===== src/elb_pkg.sv =====
// package: constants and types for the error log entry builder
package elb_pkg;

  // log page selection and transfer length fields of the command word
  localparam logic [7:0] ELB_LOG_ERROR_INFO = 8'h01;
  localparam int         ELB_SEL_LSB        = 0;
  localparam int         ELB_DWCNT_LSB      = 16;
  localparam int         ELB_DWCNT_MSB      = 27;

  // entry geometry and store depth
  localparam int         ELB_ENTRY_BYTES    = 64;
  localparam int         ELB_ENTRY_DWORDS   = ELB_ENTRY_BYTES / 4;
  localparam int         ELB_DEPTH          = 8;
  localparam logic [3:0] ELB_DEPTH_CNT      = 4'h8;
  localparam int         ELB_PTR_W          = 3;

  // byte offsets of the fields inside one entry
  localparam int ELB_OFS_COUNTER = 0;
  localparam int ELB_OFS_SQID    = 8;
  localparam int ELB_OFS_CID     = 10;
  localparam int ELB_OFS_STATUS  = 12;
  localparam int ELB_OFS_PARAM   = 14;
  localparam int ELB_OFS_LBA     = 16;
  localparam int ELB_OFS_NSID    = 24;
  localparam int ELB_OFS_VENDOR  = 28;

  // parameter location: bits 15:11 are reserved
  localparam logic [15:0] ELB_PARAM_MASK = 16'h07ff;
  localparam logic [7:0]  ELB_VENDOR_MIN = 8'h80;

  // register byte addresses on the control bus
  localparam logic [7:0] ELB_REG_CTRL    = 8'h00;
  localparam logic [7:0] ELB_REG_STATUS  = 8'h04;
  localparam logic [7:0] ELB_REG_MASK    = 8'h08;
  localparam logic [7:0] ELB_REG_FILL    = 8'h0c;
  localparam logic [7:0] ELB_REG_CNT_LO  = 8'h10;
  localparam logic [7:0] ELB_REG_CNT_HI  = 8'h14;

  // control bits, interrupt bits and reset values
  localparam int         ELB_CTRL_EN_BIT  = 0;
  localparam int         ELB_CTRL_CLR_BIT = 1;
  localparam logic       ELB_CTRL_EN_RST  = 1'b1;
  localparam int         ELB_IRQ_LOGGED   = 0;
  localparam int         ELB_IRQ_DONE     = 1;
  localparam int         ELB_IRQ_BADSEL   = 2;
  localparam logic [2:0] ELB_MASK_RST     = 3'h0;
  localparam logic [1:0] ELB_RESP_OKAY    = 2'h0;
  localparam logic [1:0] ELB_RESP_SLVERR  = 2'h2;

  // one stored error record
  typedef struct packed {
    logic [63:0] counter;
    logic [15:0] sqid;
    logic [15:0] cid;
    logic [14:0] status;
    logic        phase;
    logic [15:0] param;
    logic [63:0] lba;
    logic [31:0] nsid;
    logic [7:0]  vendor;
  } elb_entry_type;

  // readout sequencer states
  typedef enum logic [1:0] {
    ELB_IDLE = 2'b00,
    ELB_LOAD = 2'b01,
    ELB_SHOW = 2'b10
  } elb_rd_state_type;

endpackage


===== src/elb_store_if.sv =====
// interface: builder to entry store connection
`timescale 1ns/10ps
`default_nettype none
interface elb_store_if
  import elb_pkg::*;
  ();
  logic                 wr_en;
  elb_entry_type        wr_entry;
  logic                 clear;
  logic [ELB_PTR_W-1:0] rd_idx;
  elb_entry_type        rd_entry;
  logic [ELB_PTR_W-1:0] wr_ptr;
  logic [3:0]           count;

  modport master (output wr_en, output wr_entry, output clear,
                  output rd_idx, input rd_entry, input wr_ptr,
                  input count);
  modport store  (input wr_en, input wr_entry, input clear,
                  input rd_idx, output rd_entry, output wr_ptr,
                  output count);
endinterface
`default_nettype wire


===== src/elb_log_store.sv =====
// module: circular store holding the most recent error records
`timescale 1ns/10ps
`default_nettype none
module elb_log_store
  import elb_pkg::*;
  (
  input wire logic   clk,
  input wire logic   rst_n,
  elb_store_if.store sif
  );

  typedef struct packed {
    logic [ELB_PTR_W-1:0] wr_ptr;
    logic [3:0]           count;
  } elb_store_state_type;

  elb_store_state_type r_reg;
  elb_store_state_type r_next;
  elb_entry_type       mem [ELB_DEPTH];

  // pointer wraps, so a full store overwrites its oldest record
  always_comb
  begin
    r_next = r_reg;
    if (sif.clear)
    begin
      r_next.count = 4'h0;
    end
    else if (sif.wr_en)
    begin
      r_next.wr_ptr = r_reg.wr_ptr + 3'h1;
      if (r_reg.count != ELB_DEPTH_CNT)
      begin
        r_next.count = r_reg.count + 4'h1; // depth caps the fill
      end
    end
  end

  always_ff @(posedge clk or negedge rst_n)
  begin
    if (!rst_n)
    begin
      r_reg <= '0;
    end
    else
    begin
      r_reg <= r_next;
    end
  end

  // records need no reset: the fill count hides stale slots
  always_ff @(posedge clk)
  begin
    if (sif.wr_en && !sif.clear)
    begin
      mem[r_reg.wr_ptr] <= sif.wr_entry;
    end
  end

  assign sif.rd_entry = mem[sif.rd_idx];
  assign sif.wr_ptr   = r_reg.wr_ptr;
  assign sif.count    = r_reg.count;

endmodule // elb_log_store
`default_nettype wire


===== src/elb_error_log.sv =====
// module: device-wide error information log with register slave
// Notes on behaviour
// - selector 01h returns the error information log
// - log errors flagged more-info or async error
// - one log shared by the whole device
// - n-entry transfer returns the n newest errors
// - newest error first, older ones follow
// - entries are 64 bytes; depth is advertised
// - bytes 7:0 carry the error counter
// - bytes 9:8 carry submission queue identifier
// - bytes 11:10 carry the command identifier
// - bytes 13:12 carry status and phase tag
// - bytes 15:14 locate the faulty parameter
// - bytes 23:16 carry the failing block address
// - bytes 27:24 carry the namespace identifier
// - byte 28 names vendor page, zero none
//
// Design decisions made here: the AXI4-Lite register port and the register addresses.
`timescale 1ns/10ps
`default_nettype none
module elb_error_log
  import elb_pkg::*;
  (
  input wire logic         SYS_CLK,
  input wire logic         NRST,
  input wire logic         ERR_VALID,
  input wire logic         ERR_MORE,
  input wire logic         ERR_ASYNC,
  input wire logic [15:0]  ERR_SQID,
  input wire logic [15:0]  ERR_CID,
  input wire logic [14:0]  ERR_STATUS,
  input wire logic         ERR_PHASE,
  input wire logic [15:0]  ERR_PARAM,
  input wire logic [63:0]  ERR_LBA,
  input wire logic [31:0]  ERR_NSID,
  input wire logic [7:0]   ERR_VENDOR,
  input wire logic         CMD_VALID,
  output logic             CMD_READY,
  input wire logic [31:0]  CMD_DW10,
  output logic [31:0]      LOG_DATA,
  output logic             LOG_VALID,
  input wire logic         LOG_READY,
  output logic             LOG_DONE,
  output logic             LOG_BAD,
  output logic             IRQ,
  input wire logic [7:0]   AWADDR,
  input wire logic         AWVALID,
  output logic             AWREADY,
  input wire logic [31:0]  WDATA,
  input wire logic [3:0]   WSTRB,
  input wire logic         WVALID,
  output logic             WREADY,
  output logic [1:0]       BRESP,
  output logic             BVALID,
  input wire logic         BREADY,
  input wire logic [7:0]   ARADDR,
  input wire logic         ARVALID,
  output logic             ARREADY,
  output logic [31:0]      RDATA,
  output logic [1:0]       RRESP,
  output logic             RVALID,
  input wire logic         RREADY
  );

  typedef struct packed {
    elb_rd_state_type     rd;
    logic                 cmd_ready;
    logic [11:0]          idx;
    logic [11:0]          last;
    logic [ELB_PTR_W-1:0] snap_ptr;
    logic [3:0]           snap_cnt;
    logic [31:0]          snap_lo;
    logic [31:0]          data;
    logic                 valid;
    logic                 done;
    logic                 bad;
    logic [63:0]          err_cnt;
    logic                 enable;
    logic                 clr;
    logic [2:0]           irq_st;
    logic [2:0]           irq_mask;
    logic                 irq;
    logic                 aw_got;
    logic [7:0]           aw_addr;
    logic                 w_got;
    logic [31:0]          w_data;
    logic [3:0]           w_strb;
    logic                 awready;
    logic                 wready;
    logic                 bvalid;
    logic [1:0]           bresp;
    logic                 arready;
    logic                 rvalid;
    logic [31:0]          rdata;
    logic [1:0]           rresp;
  } elb_state_type;

  elb_state_type r_reg;
  elb_state_type r_next;
  elb_store_if   sif ();
  logic          log_event;
  logic [7:0]    age;
  logic [511:0]  entry_bits;
  logic [31:0]   word;
  logic [2:0]    evts;
  logic          rd_clear;

  // a single store for the whole device, not per namespace
  elb_log_store u_store (
    .clk   (SYS_CLK),
    .rst_n (NRST),
    .sif   (sif)
  );

  // capture only errors flagged more-info or async error, while logging is enabled
  assign log_event = ERR_VALID && (ERR_MORE || ERR_ASYNC) && r_reg.enable;

  // record fields; bad vendor identifiers fold to zero
  assign sif.wr_en            = log_event;
  assign sif.clear            = r_reg.clr;
  assign sif.wr_entry.counter = r_reg.err_cnt + 64'h1;
  assign sif.wr_entry.sqid    = ERR_SQID;
  assign sif.wr_entry.cid     = ERR_CID;
  assign sif.wr_entry.status  = ERR_STATUS;
  assign sif.wr_entry.phase   = ERR_PHASE;
  assign sif.wr_entry.param   = ERR_PARAM & ELB_PARAM_MASK;
  assign sif.wr_entry.lba     = ERR_LBA;
  assign sif.wr_entry.nsid    = ERR_NSID;
  assign sif.wr_entry.vendor  = (ERR_VENDOR >= ELB_VENDOR_MIN) ?
                                ERR_VENDOR : 8'h00;

  // age counts back from the newest record at command time
  assign age        = r_reg.idx[11:4];
  assign sif.rd_idx = ELB_PTR_W'(r_reg.snap_ptr - 3'h1 - age[2:0]);

  // lay one 64-byte entry out; slots past the fill read all zero
  always_comb
  begin
    entry_bits = '0;
    if (age < {4'h0, r_reg.snap_cnt})
    begin
      entry_bits[ELB_OFS_COUNTER*8 +: 64] = sif.rd_entry.counter;
      entry_bits[ELB_OFS_SQID*8 +: 16]    = sif.rd_entry.sqid;
      entry_bits[ELB_OFS_CID*8 +: 16]     = sif.rd_entry.cid;
      entry_bits[ELB_OFS_STATUS*8 +: 16]  = {sif.rd_entry.status,
                                             sif.rd_entry.phase};
      entry_bits[ELB_OFS_PARAM*8 +: 16]   = sif.rd_entry.param;
      entry_bits[ELB_OFS_LBA*8 +: 64]     = sif.rd_entry.lba;
      entry_bits[ELB_OFS_NSID*8 +: 32]    = sif.rd_entry.nsid;
      entry_bits[ELB_OFS_VENDOR*8 +: 8]   = sif.rd_entry.vendor;
    end
  end

  assign word = entry_bits[r_reg.idx[3:0]*32 +: 32];

  // next-state logic for readout, register bus and interrupts
  always_comb
  begin
    r_next      = r_reg;
    r_next.done = 1'b0;
    r_next.bad  = 1'b0;
    r_next.clr  = 1'b0;
    rd_clear    = 1'b0;
    if (log_event)
    begin
      r_next.err_cnt = r_reg.err_cnt + 64'h1;
    end

    // readout: one bubble per dword keeps the store read registered
    case (r_reg.rd)
      ELB_IDLE:
      begin
        if (CMD_VALID && r_reg.cmd_ready)
        begin
          r_next.cmd_ready = 1'b0;
          if (CMD_DW10[ELB_SEL_LSB +: 8] == ELB_LOG_ERROR_INFO)
          begin
            r_next.rd       = ELB_LOAD;
            r_next.idx      = 12'h000;
            r_next.last     = CMD_DW10[ELB_DWCNT_MSB:ELB_DWCNT_LSB];
            r_next.snap_ptr = sif.wr_ptr;
            r_next.snap_cnt = sif.count;
            r_next.snap_lo  = r_reg.err_cnt[31:0];
          end
          else
          begin
            r_next.done      = 1'b1;
            r_next.bad       = 1'b1;
            r_next.cmd_ready = 1'b1;
          end
        end
      end
      ELB_LOAD:
      begin
        r_next.data  = word;
        r_next.valid = 1'b1;
        r_next.rd    = ELB_SHOW;
      end
      ELB_SHOW:
      begin
        if (LOG_READY)
        begin
          r_next.valid = 1'b0;
          if (r_reg.idx == r_reg.last) // count is zero based
          begin
            r_next.done      = 1'b1;
            r_next.cmd_ready = 1'b1;
            r_next.rd        = ELB_IDLE;
          end
          else
          begin
            r_next.idx = r_reg.idx + 12'h001;
            r_next.rd  = ELB_LOAD;
          end
        end
      end
      default:
      begin
        r_next.rd = ELB_IDLE;
      end
    endcase

    // write channel: address and data may arrive in either order
    if (AWVALID && r_reg.awready)
    begin
      r_next.aw_got  = 1'b1;
      r_next.aw_addr = AWADDR;
    end
    if (WVALID && r_reg.wready)
    begin
      r_next.w_got  = 1'b1;
      r_next.w_data = WDATA;
      r_next.w_strb = WSTRB;
    end
    if (r_reg.bvalid && BREADY)
    begin
      r_next.bvalid = 1'b0;
    end
    if (r_reg.aw_got && r_reg.w_got && !r_reg.bvalid)
    begin
      r_next.aw_got = 1'b0;
      r_next.w_got  = 1'b0;
      r_next.bvalid = 1'b1;
      r_next.bresp  = ELB_RESP_OKAY;
      case ({r_reg.aw_addr[7:2], 2'b00})
        ELB_REG_CTRL:
        begin
          if (r_reg.w_strb[0])
          begin
            r_next.enable = r_reg.w_data[ELB_CTRL_EN_BIT];
            r_next.clr    = r_reg.w_data[ELB_CTRL_CLR_BIT];
          end
        end
        ELB_REG_MASK:
        begin
          if (r_reg.w_strb[0])
          begin
            r_next.irq_mask = r_reg.w_data[2:0];
          end
        end
        ELB_REG_STATUS, ELB_REG_FILL, ELB_REG_CNT_LO, ELB_REG_CNT_HI:
        begin
          r_next.bresp = ELB_RESP_OKAY;
        end
        default:
        begin
          r_next.bresp = ELB_RESP_SLVERR;
        end
      endcase
    end

    // read channel: answer one cycle after the address is taken
    if (r_reg.rvalid && RREADY)
    begin
      r_next.rvalid = 1'b0;
    end
    if (ARVALID && r_reg.arready)
    begin
      r_next.rvalid = 1'b1;
      r_next.rresp  = ELB_RESP_OKAY;
      r_next.rdata  = 32'h0;
      case ({ARADDR[7:2], 2'b00})
        ELB_REG_CTRL:   r_next.rdata[0] = r_reg.enable;
        ELB_REG_STATUS:
        begin
          r_next.rdata[2:0] = r_reg.irq_st;
          rd_clear          = 1'b1;
        end
        ELB_REG_MASK:   r_next.rdata[2:0] = r_reg.irq_mask;
        ELB_REG_FILL:   r_next.rdata = {20'h0, ELB_DEPTH_CNT,
                                        4'h0, sif.count};
        ELB_REG_CNT_LO: r_next.rdata = r_reg.err_cnt[31:0];
        ELB_REG_CNT_HI: r_next.rdata = r_reg.err_cnt[63:32];
        default:        r_next.rresp = ELB_RESP_SLVERR;
      endcase
    end

    // sticky status: an event in the clearing read's cycle survives
    evts[ELB_IRQ_LOGGED] = log_event;
    evts[ELB_IRQ_DONE]   = r_next.done && !r_next.bad;
    evts[ELB_IRQ_BADSEL] = r_next.bad;
    r_next.irq_st = (rd_clear ? 3'h0 : r_reg.irq_st) | evts;
    r_next.irq    = |(r_next.irq_st & r_next.irq_mask);

    // ready flags come from flops, so derive them from next state
    r_next.awready = !r_next.aw_got && !r_next.bvalid;
    r_next.wready  = !r_next.w_got && !r_next.bvalid;
    r_next.arready = !r_next.rvalid;
  end

  always_ff @(posedge SYS_CLK or negedge NRST)
  begin
    if (!NRST)
    begin
      r_reg           <= '0;
      r_reg.rd        <= ELB_IDLE;
      r_reg.cmd_ready <= 1'b1;
      r_reg.enable    <= ELB_CTRL_EN_RST;
      r_reg.irq_mask  <= ELB_MASK_RST;
      r_reg.awready   <= 1'b1;
      r_reg.wready    <= 1'b1;
      r_reg.arready   <= 1'b1;
    end
    else
    begin
      r_reg <= r_next;
    end
  end

  assign CMD_READY = r_reg.cmd_ready;
  assign LOG_DATA  = r_reg.data;
  assign LOG_VALID = r_reg.valid;
  assign LOG_DONE  = r_reg.done;
  assign LOG_BAD   = r_reg.bad;
  assign IRQ       = r_reg.irq;
  assign AWREADY   = r_reg.awready;
  assign WREADY    = r_reg.wready;
  assign BRESP     = r_reg.bresp;
  assign BVALID    = r_reg.bvalid;
  assign ARREADY   = r_reg.arready;
  assign RDATA     = r_reg.rdata;
  assign RRESP     = r_reg.rresp;
  assign RVALID    = r_reg.rvalid;
endmodule // elb_error_log
`default_nettype wire


===== config.mk =====
export PLATFORM = sky130hd
export DESIGN_NAME = elb_error_log
export DESIGN_NICKNAME = d
export VERILOG_FILES = /design/src/elb_pkg.sv /design/src/elb_store_if.sv /design/src/elb_log_store.sv /design/src/elb_error_log.sv
export SDC_FILE = /design/constraint.sdc
export NUM_CORES = 2
export LEC_CHECK = 0
export BUFFER_PORTS_ARGS = -buffer_cell sky130_fd_sc_hd__buf_2
export CAP_MARGIN = 25
export CORE_ASPECT_RATIO = 0.7
export CORE_MARGIN = 4
export CORE_UTILIZATION = 61
export DETAILED_ROUTE_END_ITERATION = 8
export PLACE_DENSITY_LB_ADDON = 0.08
export SLEW_MARGIN = 20
export SYNTH_ARGS = -nofsm -noshare
export SYNTH_HDL_FRONTEND = slang
export SYNTH_SLANG_ARGS = --single-unit

===== constraint.sdc =====
create_clock -name SYS_CLK -period 30.2 [get_ports SYS_CLK]
set_input_delay 6.04 -clock SYS_CLK [delete_from_list [all_inputs] [get_ports SYS_CLK]]
set_output_delay 6.04 -clock SYS_CLK [all_outputs]
set_load 0.05 [all_outputs]

== Yosys cells after proc, flatten, opt, wreduce, memory -nomap -nowiden ==
Memories as Yosys holds them, arrays and structs flattened.
Index checks and enable logic that the tools add are counted.
Storage, ports and cells
  register bits: 268
  memory bits (writable): 1816
  input bits: 264
  output and inout bits: 78
  logic and storage cells: 151
  memories kept: 1
Memories
  u_store.mem: depth 8, bits a word 227, rd ports 1, clocked after Yosys merged registers in 0, wr ports 1, RTL line elb_log_store.sv:19  | elb_entry_type mem [ELB_DEPTH];
Cells by class
  $add $sub $neg: 6
  $lt $le $gt $ge: 2
  eq/ne operators: 20
  shifts and indexed selects: 1
  multiplexer cells: 46
  bitwise gates (word level): 3
  reduce and logical (&&, ||, !) cells: 40
Operators by type and width (count)
  variable part select 512 x 10 -> 32 bit: 1
  two-way mux 232 bit: 1
  case mux 29 bit (3 select lines): 1
  two-way mux 66 bit: 1
  adder 64 x 1 -> 64 bit (second input constant): 1
  two-way mux 63 bit: 1
  two-way mux 37 bit: 1
  two-way mux 35 bit: 1
  case mux 13 bit (2 select lines): 1
  equality test 6 x 2 -> 1 bit (second input constant): 4
  equality test 6 x 3 -> 1 bit (second input constant): 4
  two-way mux 1 bit: 16
  two-way mux 15 bit: 1
  two-way mux 3 bit: 5
  logical AND 1 bit: 14
  adder 12 x 1 -> 12 bit (second input constant): 1
  equality test 12 bit: 1
  equality test 6 x 1 -> 1 bit (second input constant): 2
  zero test 6 bit: 2
  two-way mux 12 bit: 1
  two-way mux 2 bit: 6
  two-way mux 4 bit: 3
  OR reduction 6 bit: 2
  != test 2 bit (second input constant): 5
  28 further kinds: 42

== Depth between registers and ports, before layout ==
  word-level depth: 9
  depth in mapped cells: 12
  gate-level depth less buffers: 9

== By module ==
From an unflattened synthesis, not the netlist that was laid out.
Second synthesis, totals
  cells, all modules: 4008
  area, all modules: 84264.6 um^2
By module, submodules not included
  elb_log_store: instances 1, cells each 2729, area each 72045.3 um^2, sequential area each 55908.6 um^2
  elb_error_log: instances 1, cells each 1279, area each 12219.2 um^2, sequential area each 4835.9 um^2

== Worst setup path after synthesis ==
Ideal clock, no wire load.
  kind: in2reg
  from: input port ERR_ASYNC
  to: memory u_store.mem[0][0] (netlist bit) (enable)
  library setup time: 1448 ps
  arrival: 29611 ps
  required time: 28752 ps
  path slack: -859 ps
  stages on the path: 3
  buffers on the path: 1
  cell sequence: o211ai_1 -> clkbuf_1 -> nor4b_1
On the way
  longest elaborated chain between the ends: 6
RTL lines
  start, declared: RTL line elb_error_log.sv:28  | input wire logic ERR_ASYNC,
  logical OR 1 bit: RTL line elb_error_log.sv:116  | assign log_event = ERR_VALID && (ERR_MORE || ERR_ASYNC) && r_reg.enable;
  logical AND 1 bit (2 in series): RTL line elb_error_log.sv:116
  logical AND 1 bit: RTL line elb_log_store.sv:54  | if (sif.wr_en && !sif.clear)
  two-way mux 1 bit: RTL line elb_log_store.sv:54
  two-way mux 1 bit (implied by the code): RTL line elb_log_store.sv:56  | mem[r_reg.wr_ptr] <= sif.wr_entry;
  end, declared: RTL line elb_log_store.sv:19
No other way between the ends.

== Worst setup path in the final report ==
  from: input port ERR_ASYNC
  to: memory u_store.mem[1][18] (netlist bit) (enable)
The elaborated chain is that of the path after synthesis.

==> flow_summary.json <==
{
  "ys_seq_area_frac": 0.750,
  "synth_area_leaders": "edfxtp_1 69%, mux4_2 15%, dfrtp_1 6.1%, nand2_1 1.1%, xor2_1 0.96%",
  "timing.hold.ws_ps": 443,
  "ys_top_cells_by_count": "1816 x edfxtp_1, 530 x mux4_2, 239 x nand2_1",
  "drtIter0Drc": 4614,
  "cts.htree.levels": 4,
  "grt_pass1_vias": 39100,
  "place_area_um2": 82300,
  "fin_area_um2": 88200,
  "core_area_um2": 129000,
  "peakVddDrop_uv": 56.7,
  "hold_buffers": 0,
  "syn2layout_area_growth_pct": 11.1,
  "yosys_warnings": 0,
  "async_reset_ff_frac": 0.0992,
  "num_rows": 110,
  "clkTransAtPathRegs_ps": 60,
  "synth_top_cell_area_share": 0.687,
  "dpl.cell_count": 5668,
  "clockBufferDepth": 3,
  "cts_setup_buffers": 0,
  "p_per_area_nw_per_um2": 66.1,
  "cts_resized": 0,
  "viasPerCell": 6.45,
  "startpoint_type": "input port",
  "wire_per_inst_um": 29.7,
  "p_int_mw": 4.47,
  "status": "complete, no violations",
  "period_needed_ps": 9470,
  "timing.final.crit_share": 0.314,
  "p_comb_frac": 0.076,
  "fill_cells": 8158,
  "ys_ff_latch": 2016,
  "cts_tree": "done",
  "fin_tns_setup_ps": 0,
  "drt-total-wl_mm": 179,
  "critPathKind": "input port to flip-flop",
  "switchingPower_mw": 1.36,
  "die_area_um2": 136000,
  "power_switching_share": 0.234,
  "die_y_um": 310,
  "multi_input_area_um2": 18400,
  "hp-class": "flip-flop to flip-flop",
  "slew_violations": 0,
  "grt_start_max_net_pins": 133,
  "ant_nets": 0,
  "yosysMostFrequentCell": "edfxtp_1",
  "setup_viol": 0,
  "place.gp.congestion": 0.867,
  "hpwl_mm": 101,
  "synth_area_um2": 79400,
  "cts_root_buffer": "clkbuf_16",
  "netlist_instances": 3855,
  "cts.sinks": 2016,
  "p_seq_frac": 0.542,
  "fin_skew_ps": 16.5,
  "antenna_found_initial": 20,
  "drive_gt1_frac": 0.286,
  "worstSetupEndpointType": "flip-flop",
  "cp.arrival_ps": 9890,
  "final_cells": 6014,
  "vias": 38800,
  "synth_top_flop_cell": "edfxtp_1",
  "largest_reg_flops": 1816,
  "setup_ws_ps": 20730,
  "worstPathMaxFanout": 53,
  "synth_top_cell_by_area": "edfxtp_1",
  "start_util": 0.616,
  "hold_viol_final": 0,
  "crit_required_ps": 30620,
  "relSlewSlack": 0.231,
  "rsz0062_at_grt": "no",
  "drcViolationCount": 0,
  "max_freq_mhz": 106,
  "dr.pass1.iters": 5,
  "pre_cts_ws_ps": 19610,
  "clk_latency_ps": 800,
  "nets": 4394,
  "synth_cell_type_count": 64,
  "synth_edf_count": 1816,
  "grt_usage": 0.268,
  "p_leak_nw": 30.3,
  "overflow": 0,
  "cts_buffers": 179,
  "port_buffers": 286,
  "tightestPinTransition_ps": 1150,
  "die_w_um": 439,
  "syn-mean-instance-area_um2": 20.6,
  "maxCapViolCount": 0,
  "grt_pass1_wl_mm": 265,
  "regArea_um2": 59600,
  "io_pins": 342,
  "p_clk_frac": 0.382
}
final timing paths:
| path | endpoint | cells after the start | slack [ps] | from |
|---|---|---|---|---|
| setup / recovery | u_store.mem[1][18]$_DFFE_PP_ | 8 | 20730 | ERR_ASYNC |
| hold / removal | WREADY$_DFF_PN1_ | 1 | 440 | r_reg[77]$_DFF_PN0_ |
| setup reg to reg | LOG_DATA[4]$_DFFE_PN0P_ | 12 | 23910 | age[0]$_DFFE_PN0P_ |
| hold reg to reg | WREADY$_DFF_PN1_ | 1 | 440 | r_reg[77]$_DFF_PN0_ |
| max in group asynchronous | LOG_DATA[20]$_DFFE_PN0P_ | 3 | 22830 | NRST |
| min in group asynchronous | RDATA[20]$_DFFE_PN0P_ | 1 | 5300 | NRST |
layout make-up:
type / instances / area share
tap: 1736 / 0.0246
clock buffer: 240 / 0.0565
inverter: 32 / 0.00136
clock inverter: 93 / 0.00821
antenna: 6 / 0.000170
timing repair buffer: 369 / 0.0256
multi-input combinational: 1522 / 0.208
sequential: 2016 / 0.675
logic make-up (layout without fill, tap and decap cells):
logic type	after synthesis	count (layout)	share of synthesized area
AND/OR/NAND/NOR	511	511	0.0298
adder cells (fa/ha/maj)	10	10	0.00167
multiplexers	610	610	0.161
XOR/XNOR	144	144	0.0162
other	1	8	0.0000472
flip-flops	2016	2016	0.750
AO/OA/AOI/OAI	245	245	0.0206
buffers and inverters	318	734	0.0206
metal layers:
| layer | global-route usage | vias to the layer above | wire length [µm] |
|---|---|---|---|
| met2 | 0.397 | 1725 | 82400 |
| met1 | 0.422 | 20600 | 76800 |
| met5 | 0 | - | 13 |
| met3 | 0.0548 | 248 | 16100 |
| met4 | 0.0632 | 2 | 3410 |
| li1 | - | 16200 | - |
power by group through the flow:
| stage | Sequential (mW) | Clock, mW | Combinational (mW) |
|---|---|---|---|
| floorplan | 3.21 | 0 | 0.224 |
| global route | 3.16 | 2.39 | 0.471 |
| global placement | 3.21 | 0 | 0.435 |
| finish | 3.16 | 2.23 | 0.446 |
| detailed placement | 3.22 | 0 | 0.442 |
| CTS | 3.16 | 2.26 | 0.443 |
critical path, cell delays in order:
cell and delay [ps]:
buf_2 90, o211a_1 680, nand2_1 370, nor4_2 270
buf_4 740, buf_4 490, buf_16 310, buf_4 750
through the flow:
step	total power [mW]	util
6_report	5.83	0.684
5_1_grt	6.02	0.684
4_1_cts	5.86	0.682
3_5_place_dp	3.66	0.638
3_3_place_gp	3.65	0.638
2_1_floorplan	3.44	-
cells in the final DEF, fill, tap and decap left out, types with 10 or more instances in the layout:
cell type / count
mux4_2: 530
a211oi_1: 10
xnor2_1: 54
buf_4: 70
nor4_1: 19
nand2_1: 238
clkbuf_1: 43
dfrtp_1: 192
o21ai_0: 68
a22oi_1: 27
nor3_1: 32
o31ai_1: 15
and2_1: 10
nand3_1: 38
a21oi_1: 39
clkbuf_8: 10
clkinv_1: 41
clkbuf_16: 187
inv_1: 32
nand4_1: 23
and3_1: 14
clkinv_2: 29
buf_2: 285
mux2_2: 33
o22ai_1: 12
a2111oi_0: 14
mux2i_1: 47
edfxtp_1: 1816
xor2_1: 84
a32o_1: 13
nor2_1: 76
Note: power is estimated with default switching activity, not from simulation.
